[config.mk]
export PLATFORM = sky130hd
export DESIGN_NAME = hsd_ctrl
export DESIGN_NICKNAME = d
export VERILOG_FILES = /design/src/rtl/hsd_pkg.sv /design/src/rtl/hsd_ctrl.sv
export SDC_FILE = /design/constraint.sdc
export NUM_CORES = 1
export LEC_CHECK = 0
export ABC_AREA = 1
export BUFFER_PORTS_ARGS = -buffer_cell sky130_fd_sc_hd__clkbuf_2
export CORE_UTILIZATION = 48
export CTS_BUF_LIST = sky130_fd_sc_hd__clkbuf_8
export CTS_CLUSTER_SIZE = 8
export DETAILED_ROUTE_END_ITERATION = 6
export HOLD_SLACK_MARGIN = 0.06
export PLACE_DENSITY = 0.73
export SLEW_MARGIN = 0
export SYNTH_ARGS = -nofsm -noshare
export SYNTH_HDL_FRONTEND = slang
export SYNTH_SLANG_ARGS = --single-unit
export TNS_END_PERCENT = 10
[constraint.sdc]
create_clock -name clk -period 0.9 [get_ports clk]
set_input_delay 0.09 -clock clk [delete_from_list [all_inputs] [get_ports clk]]
set_output_delay 0.09 -clock clk [all_outputs]
set_load 0.01 [all_outputs]
[src/rtl/hsd_pkg.sv]
// package: register map, field positions and carriers for the high-side driver control
package hsd_pkg;
  localparam logic [7:0] HSD_OFS_CONTROL = 8'h28;
  localparam logic [7:0] HSD_OFS_STATUS = 8'h29;
  localparam logic [11:0] HSD_BASE_BLOCKING = 12'h200;
  localparam logic [11:0] HSD_BASE_NONBLOCKING = 12'h300;
  localparam logic [7:0] HSD_CONTROL_RESET = 8'h00;
  localparam int HSD_BIT_OT_IRQ_EN = 7;
  localparam int HSD_BIT_HV_SD_EN = 6;
  localparam int HSD_BIT_CS_TWO = 5;
  localparam int HSD_BIT_CS_ONE = 4;
  localparam int HSD_BIT_PWM_TWO = 3;
  localparam int HSD_BIT_PWM_ONE = 2;
  localparam int HSD_BIT_DRV_TWO = 1;
  localparam int HSD_BIT_DRV_ONE = 0;
  localparam int HSD_BIT_OT_PRESENT = 7;
  localparam int HSD_BIT_CL_TWO = 3;
  localparam int HSD_BIT_CL_ONE = 2;
  localparam int HSD_BIT_OL_TWO = 1;
  localparam int HSD_BIT_OL_ONE = 0;

  // analog sense inputs per driver
  typedef struct packed {
    logic open_load;
    logic current_limit;
  } hsd_sense_t;

  // register access request from the die-to-die port
  typedef struct packed {
    logic rd;
    logic wr;
    logic [11:0] addr;
    logic [7:0] wdata;
  } hsd_req_t;
endpackage

[src/rtl/hsd_ctrl.sv]
// high-side driver control: control/status registers, shutdown latching, pwm steering
// Summary of operation
// - open-load bit set when current below threshold
// - no open-load report while driver off
// - current-limit bit set while limiting
// - overtemperature shuts both drivers, latches interrupt event
// - thermal shutdown sets overtemperature status bit
// - re-enable by control write after overtemperature clears
// - high voltage with enable shuts both drivers
// - re-enable by control write after high voltage gone
// - drivers may stay enabled in sleep/stop
// - bit 7 gates overtemperature interrupt request
// - bit 6 enables high-voltage shutdown
// - bit 5 selects pwm channel driver two
// - bit 4 selects pwm channel driver one
// - bit 3 enables pwm on driver two
// - control at 0x28, reset zero, two bases
// - bit 2 enables pwm on driver one
// - bits 1,0 enable driver two, one
// - status bit 7 overtemp; read clears flag
// - status bits 3,2 limit; 1,0 open load
`timescale 1ns/1ns
`default_nettype none
module hsd_ctrl
  import hsd_pkg::*;
(
  input wire logic clk,
  input wire logic rst,
  input wire logic ce,
  input wire hsd_req_t req,
  output logic [7:0] rdata,
  output logic rvalid,
  input wire logic [1:0] pwm_channel,
  input wire hsd_sense_t sense_one,
  input wire hsd_sense_t sense_two,
  input wire logic overtemp_in,
  input wire logic high_voltage_condition,
  input wire logic low_power_mode,
  output logic driver_one_on,
  output logic driver_two_on,
  output logic overtemp_irq
);
  // analog inputs cross from outside the clock domain
  logic [5:0] sync_a;
  logic [5:0] sync_b;
  logic [1:0] pwm_a;
  logic [1:0] pwm_b;
  logic [7:0] driver_control;
  logic ot_latched;
  logic hv_latched;
  logic overtemp_shutdown_flag;
  logic ctrl_wr;
  logic stat_rd;
  logic sel_one;
  logic sel_two;
  logic pwm_ok_one;
  logic pwm_ok_two;
  logic next_one_on;
  logic next_two_on;
  logic [7:0] driver_status;
  logic ot_s;
  logic hv_s;

  function automatic logic hit(input logic [11:0] a, input logic [7:0] ofs);
    hit = (a == (HSD_BASE_BLOCKING | {4'h0, ofs})) ||
          (a == (HSD_BASE_NONBLOCKING | {4'h0, ofs}));
  endfunction

  always_ff @(posedge clk) begin
    if (rst) begin
      sync_a <= 6'h00;
      sync_b <= 6'h00;
      pwm_a <= 2'h0;
      pwm_b <= 2'h0;
    end else if (ce) begin
      sync_a <= {high_voltage_condition, overtemp_in, sense_two, sense_one};
      sync_b <= sync_a;
      pwm_a <= pwm_channel;
      pwm_b <= pwm_a;
    end
  end

  assign ot_s = sync_b[4];
  assign hv_s = sync_b[5];
  assign ctrl_wr = ce && req.wr && hit(req.addr, HSD_OFS_CONTROL);
  assign stat_rd = ce && req.rd && hit(req.addr, HSD_OFS_STATUS);

  always_ff @(posedge clk) begin
    if (rst) begin
      driver_control <= HSD_CONTROL_RESET;
    end else if (ctrl_wr) begin
      driver_control <= req.wdata;
    end
  end

  // shutdown latches: a control write releases them only once the cause is gone
  always_ff @(posedge clk) begin
    if (rst) begin
      ot_latched <= 1'b0;
      hv_latched <= 1'b0;
    end else if (ce) begin
      if (ot_s) begin
        ot_latched <= 1'b1;
      end else if (ctrl_wr) begin
        ot_latched <= 1'b0;
      end
      if (hv_s && driver_control[HSD_BIT_HV_SD_EN]) begin
        hv_latched <= 1'b1;
      end else if (ctrl_wr) begin
        hv_latched <= 1'b0;
      end
    end
  end

  // interrupt flag: set wins over the clear-on-read
  always_ff @(posedge clk) begin
    if (rst) begin
      overtemp_shutdown_flag <= 1'b0;
    end else if (ce) begin
      if (ot_s && !ot_latched) begin
        overtemp_shutdown_flag <= 1'b1;
      end else if (stat_rd) begin
        overtemp_shutdown_flag <= 1'b0;
      end
    end
  end

  assign overtemp_irq = overtemp_shutdown_flag && driver_control[HSD_BIT_OT_IRQ_EN];

  assign sel_one = pwm_b[driver_control[HSD_BIT_CS_ONE]];
  assign sel_two = pwm_b[driver_control[HSD_BIT_CS_TWO]];
  assign pwm_ok_one = !driver_control[HSD_BIT_PWM_ONE] || sel_one;
  assign pwm_ok_two = !driver_control[HSD_BIT_PWM_TWO] || sel_two;
  // low_power_mode deliberately does not gate the drivers so cyclic sensing keeps working
  assign next_one_on = driver_control[HSD_BIT_DRV_ONE] && !ot_latched && !hv_latched
                       && !ot_s && pwm_ok_one;
  assign next_two_on = driver_control[HSD_BIT_DRV_TWO] && !ot_latched && !hv_latched
                       && !ot_s && pwm_ok_two;

  always_ff @(posedge clk) begin
    if (rst) begin
      driver_one_on <= 1'b0;
      driver_two_on <= 1'b0;
    end else if (ce) begin
      driver_one_on <= next_one_on;
      driver_two_on <= next_two_on;
    end
  end

  // sync_b packs {hv, ot, two.open_load, two.current_limit, one.open_load, one.current_limit}
  always_comb begin
    driver_status = 8'h00;
    driver_status[HSD_BIT_OT_PRESENT] = ot_s || ot_latched;
    driver_status[HSD_BIT_CL_TWO] = sync_b[2];
    driver_status[HSD_BIT_CL_ONE] = sync_b[0];
    driver_status[HSD_BIT_OL_TWO] = sync_b[3] && driver_two_on;
    driver_status[HSD_BIT_OL_ONE] = sync_b[1] && driver_one_on;
  end

  always_ff @(posedge clk) begin
    if (rst) begin
      rdata <= 8'h00;
      rvalid <= 1'b0;
    end else if (ce) begin
      rvalid <= req.rd;
      if (req.rd && hit(req.addr, HSD_OFS_CONTROL)) begin
        rdata <= driver_control;
      end else if (stat_rd) begin
        rdata <= driver_status;
      end else begin
        rdata <= 8'h00;
      end
    end
  end

  property p_ot_off;
    @(posedge clk) disable iff (rst) (ce && ot_s) |=> (!driver_one_on && !driver_two_on);
  endproperty
  a_ot_off: assert property (p_ot_off) else $error("driver on during overtemp");

  property p_hv_off;
    @(posedge clk) disable iff (rst)
      (ce && hv_s && driver_control[HSD_BIT_HV_SD_EN]) |=> ##1 (!driver_one_on && !driver_two_on);
  endproperty
  a_hv_off: assert property (p_hv_off) else $error("driver on during hv shutdown");

  property p_stay_off;
    @(posedge clk) disable iff (rst) (ot_latched && !ctrl_wr) |=> ot_latched;
  endproperty
  a_stay_off: assert property (p_stay_off) else $error("ot latch released without write");

  property p_hv_hold;
    @(posedge clk) disable iff (rst) (hv_latched && !ctrl_wr) |=> hv_latched;
  endproperty
  a_hv_hold: assert property (p_hv_hold) else $error("hv latch released without write");

  property p_irq_gate;
    @(posedge clk) disable iff (rst)
      (ce && ot_s && !ot_latched && driver_control[HSD_BIT_OT_IRQ_EN] && !ctrl_wr)
      |=> overtemp_irq;
  endproperty
  a_irq_gate: assert property (p_irq_gate) else $error("overtemp event raised no irq");

  property p_ol_off;
    @(posedge clk) disable iff (rst) !driver_one_on |-> !driver_status[HSD_BIT_OL_ONE];
  endproperty
  a_ol_off: assert property (p_ol_off) else $error("open load reported while off");

  property p_en;
    @(posedge clk) disable iff (rst)
      driver_one_on |-> $past(driver_control[HSD_BIT_DRV_ONE]);
  endproperty
  a_en: assert property (p_en) else $error("driver one on without enable");

  property p_ot_status;
    @(posedge clk) disable iff (rst) ot_latched |-> driver_status[HSD_BIT_OT_PRESENT];
  endproperty
  a_ot_status: assert property (p_ot_status) else $error("overtemp status missing");

  property p_clr;
    @(posedge clk) disable iff (rst)
      (stat_rd && !ot_s) |=> !overtemp_shutdown_flag;
  endproperty
  a_clr: assert property (p_clr) else $error("flag not cleared by read");

  property p_low_power;
    @(posedge clk) disable iff (rst)
      (ce && low_power_mode && next_one_on && next_two_on) |=> (driver_one_on && driver_two_on);
  endproperty
  a_low_power: assert property (p_low_power) else $error("driver dropped in low power");
endmodule
`default_nettype wire

==> impl_metrics.yaml <==
place:
  dp.cells: 320
  routabilityCongestion: 0.8655
  placed_area_sq_mm: 0.002011
  port_buffers: 43
  hpwl_microns: 2620
cts:
  clock-sinks: 38
  cts-htree-levels: 2
  clk_pin_slew_worst_paths_ns: 0.08
  clockBufferDepth: 2
  clk_latency_ns: 0.29
  cts_buffers: 5
  cts_root_buffer: "clkbuf_8"
  cts_tree: "yes"
layout:
  layout-drive-gt1-share_pct: 37.91
  nets: 339
  layout_commonest_cell: "nor2_1"
  finalInstanceArea_sq_mm: 0.002439
  num_antenna_cells: 0
  synthToLayoutAreaGrowth_pct: 48.67
  layout_common_cells: "51 x nor2_1, 40 x clkbuf_2, 35 x nand2_1, 32 x dfxtp_1, 20 x o21ai_0"
  final_util_pct: 77.34
  fin_cells: 350
  nFillCells: 244
floorplan:
  initial_core_util_pct: 52.02
  ios: 46
  coreArea_sq_mm: 0.003153
  dieArea_sq_mm: 0.003655
  die_h_microns: 60.46
  die_x_microns: 60.46
  rows: 20
logic_synthesis:
  ys_types: 19
  syn_inst: 227
  syn_nets: 261
  syn-cell-area_sq_mm: 0.001640
  yosys_register_bits: 38
  avgSynthCellArea_sq_um: 7.226
  yosysSeqAreaShare_pct: 46.38
  yosys_warnings: 0
global_route:
  grt_pass1_vias: 1445
  globalRoute.totalOverflow: 0
  grt_first_pass_wirelength_microns: 6120
  antenna_found_initial: 0
  grt_max_degree: 23
  grt_use_total_pct: 22.99
drt:
  ant_nets: 0
  wl_microns: 4126
  drt_pass1_iterations: 6
  vias: 1693
  routedWlPerCell_microns: 11.79
  viasPerCell: 4.837
  post-route-drc-count: 0
  drt-initial-drc-count: 78
timing:
  rsz0062_at_grt: "yes"
  finalCritPeriodShare_pct: 102.3
  hold_viol_final: 0
  period_minus_slack_ns: 0.9203
  whs_ns: 0.1594
  slew_headroom_pct: 81.68
  skew_ns: 0.005898
  fin_ws_ns: -0.02028
  tightest_slew_ns: 0.2739
  timing.fmax_ghz: 1.087
  drv_slew: 0
  setup_viol: 8
power_and_ir_drop:
  finalPower_mw: 3.408
  power.density_mw_per_mm2: 1398
  peakVddDrop_v: 0.001145
  leakage_nw: 1.151
worst_setup_path:
  regToRegSetupSlack_ns: 0.03
  arrival_ns: 1.15
  start_kind: "input port"
  critical_path.endpoint_type: "flop"
  worstPathRequired_ns: 1.12
  crit_fanout: 5
  path_class: "input port to flop"
outcome:
  violations: "negative setup slack"
  status: "finished, violations left"
run:
  maxCapViolCount: 0
min_path:
  hp-class: "input port to flop"
power by group:
group          switching (mW)  total (mW)  internal [mW]
combinational           0.200       0.417          0.217
sequential             0.0373        1.78           1.74
clock                   0.596        1.21          0.615
total                   0.833        3.41           2.57
worst paths after layout:
kind | start | to | depth (start not counted)
worst max-delay path | req[15] | rdata[6]$_SDFFE_PP0P_ | 9
worst min register to register | rdata[3]$_SDFFE_PP0P_ | rdata[3]$_SDFFE_PP0P_ | 2
worst min-delay path | req[21] | rvalid$_SDFFE_PP0P_ | 4
worst max register to register | hv_latched$_SDFFE_PP0P_ | driver_one_on$_SDFFE_PP0P_ | 5
final cells by class:
class	count	area (sq um)	share of cell area [%]
repair buffers	80	624.3	25.60
multi-input cells	161	822.0	33.71
flip-flops and latches	38	770.7	31.61
inverters	19	71.32	2.925
clock inverters	2	12.51	0.5131
well taps	44	55.05	2.258
clock buffers	6	82.58	3.386
cells by family (layout without fill, tap and decap cells):
kind of cell / count (synthesis) / count (layout) / share of synthesized area (%)
AOI/OAI and AO/OA: 35 / 35 / 10.68
DFF: 38 / 38 / 46.38
buffers and inverters: 28 / 107 / 7.399
and+or+nand+nor: 126 / 126 / 35.55
per-layer routing:
metal  track usage [%]  wire length, microns  vias up
met5                 0                     0        -
li1                  -                     -      864
met4             8.442                    56        0
met2             40.19                  2147       48
met1             27.26                  1748      775
met3             5.757                   174        6
through the flow:
| step | TNS [ns] | setup slack [ns] |
|---|---|---|
| 6_report | -0.07322 | -0.02028 |
| 5_1_grt | -1.229 | -0.09527 |
| 4_1_cts | -0.01859 | -0.01173 |
| 3_5_place_dp | -3.768 | -0.2478 |
| 3_3_place_gp | -2.946 | -0.2042 |
| 2_1_floorplan | -1.011 | -0.1104 |
repair_timing:
item                                   in CTS  in global routing
gates cloned                                0                  2
endpoints found under the hold margin      16                  0
setup endpoints to repair                   5                 19
pin swaps                                   0                  8
setup buffers                               0                  4
hold buffers                               16                  0
gates resized for setup                     6                 29
worst max-delay path, stage by stage:
cell and delay [ns]:
clkbuf_2 0.09, nor2_2 0.13, nand2_2 0.08, nor2_4 0.18
buf_4 0.15, nand3_1 0.13, inv_2 0.13, nand2_1 0.06
a21oi_1 0.11
Yosys cell counts, drive strengths merged:
| cell type | count | share of area (%) |
|---|---|---|
| nand3b | 1 | 1.2 |
| buf | 3 | 1.7 |
| a21oi | 13 | 4.0 |
| clkbuf | 6 | 1.4 |
| or2 | 1 | 0.38 |
| nand3 | 7 | 2.1 |
| dfxtp | 38 | 46 |
| nor3 | 1 | 0.99 |
| nor2 | 65 | 17 |
| nand4 | 4 | 2.4 |
| inv | 19 | 4.3 |
| o21ai | 22 | 6.7 |
| nand2 | 47 | 11 |
registers in the layout (all words and copies together), names as in the netlist, 2 cells and up:
register,count
pwm_a,2
sync_b,6
rdata,8
sync_a,6
pwm_b,2
driver_control,8
No activity file was read; power rests on OpenSTA's default activity.
